File: src/shared/vcc_pkg.sv
/*
  Package for the voltage comparator control block: register offsets,
  field positions, reset values and selection codes.
  Assumes an APB slave with 32-bit data and byte addresses.
*/
package vcc_pkg;

  // ---------------------------------------------------------------
  // Register offsets (byte addresses)
  // ---------------------------------------------------------------
  localparam logic [7:0] OFS_ANALOG_ENABLE = 8'h00;
  localparam logic [7:0] OFS_COMP_CONTROL  = 8'h04;
  localparam logic [7:0] OFS_OSC_STATUS    = 8'h08;
  localparam logic [7:0] OFS_IRQ_CONTROL   = 8'h0C;

  // ---------------------------------------------------------------
  // Field positions
  // ---------------------------------------------------------------
  localparam int BIT_CMP_EN     = 7;
  localparam int BIT_RESULT     = 7;
  localparam int BIT_PIN_OE     = 6;
  localparam int BIT_IRQ_EN     = 0;
  localparam int BIT_CHANGE     = 1;
  localparam int BIT_GIE        = 2;
  localparam int PS_MSB         = 7;
  localparam int PS_LSB         = 4;
  localparam int VS_MSB         = 3;
  localparam int VS_LSB         = 0;

  // ---------------------------------------------------------------
  // Reset values and codes
  // ---------------------------------------------------------------
  localparam logic [7:0] RST_BYTE    = 8'h00;
  localparam logic [3:0] VS_P2P      = 4'h0;
  localparam logic [3:0] PS_PAIR01   = 4'h0;
  localparam logic [3:0] PS_PAIR10   = 4'h1;
  localparam logic [3:0] PS_PAIR23   = 4'h2;
  localparam logic [3:0] PS_PAIR32   = 4'h3;

  // Analog source codes for the comparator input multiplexers
  typedef enum logic [2:0] {
    VCC_SRC_NONE,
    VCC_SRC_PAD0,
    VCC_SRC_PAD1,
    VCC_SRC_PAD2,
    VCC_SRC_PAD3,
    VCC_SRC_VREF
  } vcc_src_t;

endpackage

File: src/verilog/vcc_top.sv
/*
  Voltage comparator control: enable, mode and input routing, the
  change flag with its interrupt request, result polling and pin drive.
  Assumes an APB master on i_mclk and an analog comparator macro that
  returns its output on i_cmp_out, asynchronous to the clock.
  Assumes i_halt, i_first_pwm_channel_out and i_first_pwm_channel_oe come from logic on i_mclk.
  The analog macro decodes o_sel_noninv and o_sel_inv as vcc_src_t codes
  and builds its reference from o_vref_level in sixteenths of supply.
*/
`timescale 1ns/1ps
`default_nettype none

module vcc_top
  import vcc_pkg::*;
(
  input  wire logic        i_mclk,         // 40 MHz clock
  input  wire logic        i_srst,         // Sync reset, active high
  input  wire logic        i_psel,         // APB select
  input  wire logic        i_penable,      // APB enable
  input  wire logic        i_pwrite,       // APB write
  input  wire logic [7:0]  i_paddr,        // APB byte address
  input  wire logic [31:0] i_pwdata,       // APB write data
  output logic      [31:0] o_prdata,       // APB read data
  output logic             o_pready,       // APB ready
  output logic             o_pslverr,      // APB error
  input  wire logic        i_halt,         // Processor halt mode
  input  wire logic        i_cmp_out,      // Live comparator output
  input  wire logic        i_first_pwm_channel_out,     // First PWM channel level
  input  wire logic        i_first_pwm_channel_oe,      // First PWM channel enable
  output logic             o_cmp_power_en, // Comparator analog enable
  output logic      [2:0]  o_sel_noninv,   // Non-inverting source
  output logic      [2:0]  o_sel_inv,      // Inverting source
  output logic      [3:0]  o_vref_level,   // Reference in sixteenths
  output logic             o_pb3_out,      // Port B pin three level
  output logic             o_pb3_oe,       // Port B pin three drive
  output logic             o_cmp_irq_req,  // Comparator request
  output logic             o_cpu_irq       // Request gated by global enable
);

  // ---------------------------------------------------------------
  // State registers
  // ---------------------------------------------------------------
  logic       cmp_en_q;
  logic [3:0] pad_sel_q;
  logic [3:0] ref_sel_q;
  logic       pin_oe_q;
  logic       irq_en_q;
  logic       change_q;
  logic       gie_q;
  logic       copy_q;
  logic       sync1_q;
  logic       sync2_q;
  logic       active;
  logic       wr_en;
  logic       rd_en;
  logic       hit;
  logic       mismatch;
  vcc_src_t   noninv_d;
  vcc_src_t   inv_d;
  // Decoded per-register strobes
  logic       wr_enable;
  logic       wr_control;
  logic       wr_status;
  logic       wr_irq;
  logic       rd_status;
  logic       flag_clr;

  // APB strobes
  assign wr_en = i_psel && i_penable && i_pwrite;
  assign rd_en = i_psel && i_penable && !i_pwrite;

  // Address decode
  function automatic logic mapped(input logic [7:0] a);
    mapped = (a == OFS_ANALOG_ENABLE) || (a == OFS_COMP_CONTROL) ||
             (a == OFS_OSC_STATUS) || (a == OFS_IRQ_CONTROL);
  endfunction

  // Single register match, shared by every strobe
  function automatic logic is_reg(input logic [7:0] a, input logic [7:0] ofs);
    is_reg = (a == ofs);
  endfunction

  assign hit       = mapped(i_paddr);
  // Zero wait state: every access ends in its first access cycle
  assign o_pready  = 1'b1;
  // Unmapped addresses answer with an error; writes there are dropped
  assign o_pslverr = i_psel && i_penable && !hit;

  // Per-register strobes, taken in the access phase
  assign wr_enable  = wr_en && is_reg(i_paddr, OFS_ANALOG_ENABLE);
  assign wr_control = wr_en && is_reg(i_paddr, OFS_COMP_CONTROL);
  assign wr_status  = wr_en && is_reg(i_paddr, OFS_OSC_STATUS);
  assign wr_irq     = wr_en && is_reg(i_paddr, OFS_IRQ_CONTROL);
  assign rd_status  = rd_en && is_reg(i_paddr, OFS_OSC_STATUS);

  // ---------------------------------------------------------------
  // Elaboration checks
  // ---------------------------------------------------------------
  // Both select fields are four bits, side by side in one byte
  if (PS_MSB != PS_LSB + 3 || VS_MSB != VS_LSB + 3 || PS_LSB != VS_MSB + 1) begin : g_fld
    $error("vcc_top: select fields must be adjacent four-bit fields");
  end
  // Enable, result and pin-enable bits sit inside the register byte
  if (BIT_CMP_EN > PS_MSB || BIT_RESULT > PS_MSB || BIT_PIN_OE > PS_MSB) begin : g_pos
    $error("vcc_top: field position outside the register byte");
  end
  // Result and pin enable share the status byte
  if (BIT_RESULT == BIT_PIN_OE) begin : g_sts
    $error("vcc_top: status fields overlap");
  end
  // Interrupt control bits must not overlap
  if (BIT_IRQ_EN == BIT_CHANGE || BIT_IRQ_EN == BIT_GIE || BIT_CHANGE == BIT_GIE) begin : g_irq
    $error("vcc_top: interrupt control fields overlap");
  end

  // ---------------------------------------------------------------
  // Comparator output synchroniser
  // ---------------------------------------------------------------
  // Comparator output is free running; two flops limit metastability
  // Latency: two edges to the status bit, three to the flag and pin
  // Two flops; only sync2_q feeds logic
  always_ff @(posedge i_mclk) begin
    if (i_srst) begin
      sync1_q <= 1'b0;
      sync2_q <= 1'b0;
    end else begin
      sync1_q <= i_cmp_out;
      sync2_q <= sync1_q;
    end
  end

  // ---------------------------------------------------------------
  // Software registers
  // ---------------------------------------------------------------
  // enable bit reset
  always_ff @(posedge i_mclk) begin
    if (i_srst) begin
      cmp_en_q <= 1'b0;
    end else if (wr_enable) begin
      cmp_en_q <= i_pwdata[BIT_CMP_EN];
    end
  end

  always_ff @(posedge i_mclk) begin
    if (i_srst) begin
      pad_sel_q <= RST_BYTE[PS_MSB:PS_LSB];
      ref_sel_q <= RST_BYTE[VS_MSB:VS_LSB];
    end else if (wr_control) begin
      pad_sel_q <= i_pwdata[PS_MSB:PS_LSB];
      ref_sel_q <= i_pwdata[VS_MSB:VS_LSB];
    end
  end

  // Pin output enable in status register
  always_ff @(posedge i_mclk) begin
    if (i_srst) begin
      pin_oe_q <= 1'b0;
    end else if (wr_status) begin
      pin_oe_q <= i_pwdata[BIT_PIN_OE];
    end
  end

  // Interrupt enable and global enable
  always_ff @(posedge i_mclk) begin
    if (i_srst) begin
      irq_en_q <= 1'b0;
      gie_q    <= 1'b0;
    end else if (wr_irq) begin
      irq_en_q <= i_pwdata[BIT_IRQ_EN];
      gie_q    <= i_pwdata[BIT_GIE];
    end
  end

  // ---------------------------------------------------------------
  // Enable, routing
  // ---------------------------------------------------------------
  // Halt overrides the enable without touching the stored bit
  // halt forces off
  assign active = cmp_en_q && !i_halt;

  always_comb begin
    noninv_d = VCC_SRC_NONE;
    inv_d    = VCC_SRC_NONE;
    if (ref_sel_q != VS_P2P) begin
      inv_d = VCC_SRC_VREF;
      unique case (pad_sel_q)
        PS_PAIR01: noninv_d = VCC_SRC_PAD0;
        PS_PAIR10: noninv_d = VCC_SRC_PAD1;
        PS_PAIR23: noninv_d = VCC_SRC_PAD2;
        PS_PAIR32: noninv_d = VCC_SRC_PAD3;
        default:   noninv_d = VCC_SRC_NONE;
      endcase
    end else begin
      unique case (pad_sel_q)
        PS_PAIR01: begin
          noninv_d = VCC_SRC_PAD0;
          inv_d    = VCC_SRC_PAD1;
        end
        PS_PAIR10: begin
          noninv_d = VCC_SRC_PAD1;
          inv_d    = VCC_SRC_PAD0;
        end
        PS_PAIR23: begin
          noninv_d = VCC_SRC_PAD2;
          inv_d    = VCC_SRC_PAD3;
        end
        PS_PAIR32: begin
          noninv_d = VCC_SRC_PAD3;
          inv_d    = VCC_SRC_PAD2;
        end
        default: begin
          noninv_d = VCC_SRC_NONE;
          inv_d    = VCC_SRC_NONE;
        end
      endcase
    end
  end

  // Registered so the analog switches see one clean change per update
  // Registered analog control outputs
  always_ff @(posedge i_mclk) begin
    if (i_srst) begin
      o_cmp_power_en <= 1'b0;
      o_sel_noninv   <= VCC_SRC_NONE;
      o_sel_inv      <= VCC_SRC_NONE;
      o_vref_level   <= RST_BYTE[VS_MSB:VS_LSB];
    end else begin
      o_cmp_power_en <= active;
      o_sel_noninv   <= noninv_d;
      o_sel_inv      <= inv_d;
      o_vref_level   <= ref_sel_q;
    end
  end

  // ---------------------------------------------------------------
  // Change detection
  // ---------------------------------------------------------------
  // Compare only while the comparator runs; a disabled or halted
  // comparator output means nothing and must not raise the flag
  assign mismatch = active && (sync2_q != copy_q);

  always_ff @(posedge i_mclk) begin
    if (i_srst) begin
      copy_q <= 1'b0;
    end else if (rd_status) begin
      copy_q <= sync2_q;
    end
  end

  assign flag_clr = wr_irq && !i_pwdata[BIT_CHANGE];

  // A change in the clear cycle wins, so no event is lost
  // set on mismatch, set wins
  always_ff @(posedge i_mclk) begin
    if (i_srst) begin
      change_q <= 1'b0;
    end else if (mismatch) begin
      change_q <= 1'b1;
    end else if (flag_clr) begin
      change_q <= 1'b0;
    end
  end

  assign o_cmp_irq_req = active && irq_en_q && change_q;
  assign o_cpu_irq = o_cmp_irq_req && gie_q;

  // ---------------------------------------------------------------
  // Pin drive
  // ---------------------------------------------------------------
  // With pin_oe_q set, pin shows the synchronised output, three edges behind the pad; else the first PWM channel
  // synchronised output or PWM on pin
  always_ff @(posedge i_mclk) begin
    if (i_srst) begin
      o_pb3_out <= 1'b0;
      o_pb3_oe  <= 1'b0;
    end else if (pin_oe_q) begin
      o_pb3_out <= sync2_q;
      o_pb3_oe  <= 1'b1;
    end else begin
      o_pb3_out <= i_first_pwm_channel_out;
      o_pb3_oe  <= i_first_pwm_channel_oe;
    end
  end

  // ---------------------------------------------------------------
  // Read data
  // ---------------------------------------------------------------
  // Loaded in the setup cycle so data stands through the access phase
  // result at bit seven
  always_ff @(posedge i_mclk) begin
    if (i_srst) begin
      o_prdata <= 32'h0000_0000;
    end else if (i_psel && !i_penable && !i_pwrite) begin
      o_prdata <= 32'h0000_0000;
      unique case (i_paddr)
        OFS_ANALOG_ENABLE: o_prdata[BIT_CMP_EN] <= cmp_en_q;
        OFS_COMP_CONTROL: begin
          o_prdata[PS_MSB:PS_LSB] <= pad_sel_q;
          o_prdata[VS_MSB:VS_LSB] <= ref_sel_q;
        end
        OFS_OSC_STATUS: begin
          o_prdata[BIT_RESULT] <= sync2_q;
          o_prdata[BIT_PIN_OE] <= pin_oe_q;
        end
        OFS_IRQ_CONTROL: begin
          o_prdata[BIT_IRQ_EN] <= irq_en_q;
          o_prdata[BIT_CHANGE] <= change_q;
          o_prdata[BIT_GIE]    <= gie_q;
        end
        default: o_prdata <= 32'h0000_0000;
      endcase
    end
  end

endmodule

`default_nettype wire

File: config.mk
export PLATFORM = sky130hd
export DESIGN_NAME = vcc_top
export DESIGN_NICKNAME = d
export VERILOG_FILES = /design/src/shared/vcc_pkg.sv /design/src/verilog/vcc_top.sv
export SDC_FILE = /design/constraint.sdc
export NUM_CORES = 1
export LEC_CHECK = 0
export BUFFER_PORTS_ARGS = -buffer_cell sky130_fd_sc_hd__buf_4
export CORE_MARGIN = 5
export CORE_UTILIZATION = 46
export CTS_CLUSTER_DIAMETER = 30
export DETAILED_ROUTE_END_ITERATION = 16
export PLACE_DENSITY_LB_ADDON = 0.15
export SETUP_SLACK_MARGIN = 0.1
export SYNTH_ARGS = -nofsm -noshare
export SYNTH_HDL_FRONTEND = slang
export SYNTH_SLANG_ARGS = --single-unit
export TNS_END_PERCENT = 5
File: constraint.sdc
create_clock -name i_mclk -period 2.4 [get_ports i_mclk]
set_input_delay 0.36 -clock i_mclk [delete_from_list [all_inputs] [get_ports i_mclk]]
set_output_delay 0.36 -clock i_mclk [all_outputs]
set_load 0.01 [all_outputs]
# --- Word-level counts from Yosys, hierarchy flattened ---
# Index checks and enable logic that the tools add are counted.
totals:
  output_inout_bits: 49
  wordCells: 66
  ff_bits: 37
classes:
  mux: 11
  eq_ne: 7
  n_reduce_logical: 30
op_table:
  columns: ["cell", "n"]
  rows:
  - ["$pmux 3 s4", 2]
  - ["$logic_and 1x1->1", 17]
  - ["$eq 8x4->1 const B", 2]
  - ["$eq 4x2->1 const B", 2]
  - ["$eq 8x3->1 const B", 1]
  - ["$logic_not 8->1", 1]
  - ["$mux 3", 2]
  - ["$pmux 3 s2", 1]
  - ["$logic_not 1->1", 5]
  - ["$eq 4x1->1 const B", 1]
  - ["$logic_not 4->1", 1]
  - ["$mux 1", 4]
  - ["$reduce_bool 4->1", 1]
  - ["$logic_or 1x1->1", 3]
  - ["$pmux 1 s3", 1]
  - ["$pmux 1 s2", 1]
  - ["$reduce_bool 2->1", 1]
  - ["$reduce_or 2->1", 1]
  - ["$ne 1x1->1", 1]

# --- Depth between registers and ports, before layout ---
logic_depth:
  ltp_word: 6
  mapped_depth: 5
  mapped_depth_nobuf: 4

# --- Worst setup path after synthesis ---
# No wires, ideal clock.
synth_path:
  path_type: "in2reg"
  startpoint: "input i_paddr[1]"
  endpoint: "register pad_sel_q[0]"
  t_required_ns: 2.272
  path_stages: 4
  t_arrival_ns: 1.326
  path_slack_ns: 0.946
  cell_sequence: "nor4_4 -> nand4_2 -> mux2i_1 -> nor2_1"
synth_between:
  elab_chain_cells: 2
synth_lines:
  columns: ["item", "line", "rtl"]
  rows:
  - ["start: declaration", "vcc_top.sv:21", "input wire logic [7:0] i_paddr,"]
  - ["$eq 8x3->1", "vcc_top.sv:80", "is_reg = (a == ofs);"]
  - ["$logic_and 1x1->1", "vcc_top.sv:91", "assign wr_control = wr_en && is_reg(i_paddr, OFS_COMP_CONTROL);"]
  - ["end signal: assignment", "vcc_top.sv:146", "pad_sel_q <= RST_BYTE[PS_MSB:PS_LSB];"]
  - ["end signal: assignment", "vcc_top.sv:149", "pad_sel_q <= i_pwdata[PS_MSB:PS_LSB];"]
  - ["end: declaration", "vcc_top.sv:44", "logic [3:0] pad_sel_q;"]
# Every way passes these cells.
# A chain may end at the register's enable or synchronous reset.

# --- Final worst setup path ---
layout_path:
  startpoint: "input i_paddr[1]"
  endpoint: "output o_pslverr"
layout_between:
  elab_chain_cells: 6
layout_lines:
  columns: ["item", "line", "rtl"]
  rows:
  - ["$eq 8x3->1 / $logic_not 8->1 (equally long branches)", "vcc_top.sv:74", "mapped = (a == OFS_ANALOG_ENABLE) || (a == OFS_COMP_CONTROL) ||"]
  - ["$logic_or 1x1->1 (2 in series)", "vcc_top.sv:74", null]
  - ["$logic_or 1x1->1 *", "vcc_top.sv:75", "(a == OFS_OSC_STATUS) || (a == OFS_IRQ_CONTROL);"]
  - ["$logic_not 1->1 *", "vcc_top.sv:87", "assign o_pslverr = i_psel && i_penable && !hit;"]
  - ["$logic_and 1x1->1 *", "vcc_top.sv:87", null]
  - ["end: declaration", "vcc_top.sv:25", "output logic o_pslverr,"]
# Every way passes the cells marked *; elsewhere a longest branch is shown, timed or not.

==> out/metrics.cfg <==
[route]
drtPass1Iterations=4
antenna_left=0
route.detailed.drc=0
drt-initial-drc-count=51
drt-total-wl_microns=3300
vias_per_cell=4.67
wl_per_cell_microns=12.5
vias=1237

[global_routing]
antenna_found_initial=0
grt_pass1_vias=1249
grt_max_degree=35
grt.total_usage=0.138
overflow=0
grt_pass1_wl_microns=5450

[setup_path]
cp_max_fo=8
slowest_stage=nor4_4
cp_data_required_time_ps=2040
slowest_delay_ps=460
crit_path_end_kind=output pin
cp_cell_sequence=buf_4 > nor4_4 > and2_2 > nor2_1 > buf_4
crit_path_start_kind=input port
cp.arrival_ps=1380
path_common_cell=buf_4
worstSetupPathType=input port to output pin

[logic_synthesis]
ys_warn_count=0
synthCells=171
ys_seq_elements=37
synth.largest_area_cell=dfxtp_1
async_reset_ff_frac=0
synth_edf_count=0
synth_top_flop_cell=dfxtp_1
synth.cell_area_sq_um=1620
ys_seq_area_frac=0.457
synth_area_leaders=dfxtp_1 (46%), buf_4 (12%), mux2i_1 (9.3%)
avgSynthCellArea_sq_um=9.48
synth_top_area_frac=0.457
yosysUniqueCellTypes=34
synth.most_common_cell=dfxtp_1
yosys-top-cells-count=dfxtp_1 (37), nor2_1 (30), buf_4 (25), mux2i_1 (15), nor2b_1 (10)

[power_and_ir_drop]
p_total_mw=1.04
peakVddDrop_mv=0.308
leakage_nw=1.01
power_density_nw_per_um2=525

[clock_network]
clockBufferDepth=2
cts_setup_buffers=0
hold_buffers=0
clock-root-buffer=clkbuf_4
clk_latency_ps=320
clock-sinks=37
cts.htree.levels=2
cts-resized-gates=0
cts.reportedPaths.clkPinSlew_ps=100
tritoncts=yes
cts_buffers=5

[job]
cap_violations=0

[sta]
fin_ws_ps=659
drv_slew=0
worst_slew_pin_slew_ps=497
rsz0062_at_grt=no
finalHoldViolCount=0
period_share=0.725
final.min_clock_period_ps=1740
skew_ps=7.67
tns_ps=0
setup_viol=0
maxSlewHeadroom=0.668
max_freq_mhz=574

[outcome]
status=finished, final reports clean

[floorplan]
die_h_microns=69.4
dieArea_sq_um=4810
io_pins=98
num_rows=21
core_area_sq_um=3360
die_w_microns=69.4
start_util=0.482

[placement]
place_ws_ps=599
hpwl_microns=2590
gp_congestion=0.868
port_buffers=48
placed_area_sq_um=1920
placedCellCount=258

[worst_hold_path]
min_path_type=input port to register

[cells_and_area]
area_delta_synth_final_pct=21.8
fin_area_sq_um=1970
stdcell_count=265
antennaDiodeCount=0
fin_nets=268
layout-drive-gt1-share=0.274

metal layers:
layer | GRT usage | vias up | routed length, microns
li1 | - | 628 | -
met1 | 0.157 | 562 | 1370
met2 | 0.245 | 45 | 1670
met3 | 0.0420 | 2 | 244
met4 | 0.0456 | 0 | 14
met5 | 0 | - | 0
per-stage QoR:
step                      utilization  hold WS (ps)
final                           0.587           239
after global routing            0.587           217
after CTS                       0.587           224
after detailed placement        0.571           437
after global placement          0.571           429
after floorplan                     -           414
worst paths after layout:
kind / start / endpoint / slack [ps] / cells past startpoint
min: i_first_pwm_channel_oe / o_pb3_oe / 240 / 3
min reg2reg: sync1_q / sync2_q / 460 / 1
max reg2reg: ref_sel_q[0] / o_sel_inv[0] / 1330 / 2
max: i_paddr[1] / o_pslverr / 660 / 5
final cells by class:
cell class | count | area (sq um)
clock buffer | 7 | 55.1
tap | 46 | 57.6
timing repair buffer | 48 | 360
multi-input combinational | 127 | 761
sequential | 37 | 741
fill | 314 | 1390
state kept, by name, indices dropped and copies added, names as in the netlist:
| register | count |
|---|---|
| sync2_q | 1 |
| o_vref_level | 4 |
| pad_sel_q | 4 |
| ref_sel_q | 4 |
| cmp_en_q | 1 |
| o_sel_noninv | 3 |
| irq_en_q | 1 |
| o_sel_inv | 3 |
| o_prdata | 8 |
| pin_oe_q | 1 |
| sync1_q | 1 |
| o_pb3_oe | 1 |
| o_cmp_power_en | 1 |
| o_pb3_out | 1 |
| gie_q | 1 |
| copy_q | 1 |
| change_q | 1 |
placed cells by master, fill, tap and decap left out, types with 2 or more instances in the layout:
cell type  Yosys  layout
a21oi_1        3       3
and4_2         2       2
a22o_1         3       3
and3_1         2       2
nand4_1        4       4
nor2_1        30      30
conb_1         2      25
and2_1         2       2
a21o_1         3       3
mux2i_1       15      15
clkbuf_4       0       5
nand2_1        7       7
dfxtp_1       37      37
buf_4         25      48
nor2b_1       10      10
a22oi_1        3       3
where the power goes:
group          internal [mW]  switching, mW  leakage, nW
sequential             0.619        0.00219        0.300
clock                  0.138          0.182       0.0314
combinational         0.0402         0.0561        0.676
total                  0.797          0.240         1.01
cells by family (layout without fill, tap and decap cells):
kind of cell,count (synthesis),in the layout,share of synthesized area
AO/OA/AOI/OAI,16,16,0.0710
flip-flops,37,37,0.457
other,2,25,0.00463
buffers and inverters,30,55,0.127
AND/OR/NAND/NOR,69,69,0.237
XOR/XNOR,2,2,0.0108
multiplexers,15,15,0.0926
worst max-delay path, delay by kind of cell:
kind | cells | cell delay, ps
AND/OR/NAND/NOR | 3 | 770
buffers and inverters | 2 | 260
No activity file was read; power rests on OpenSTA's default activity.
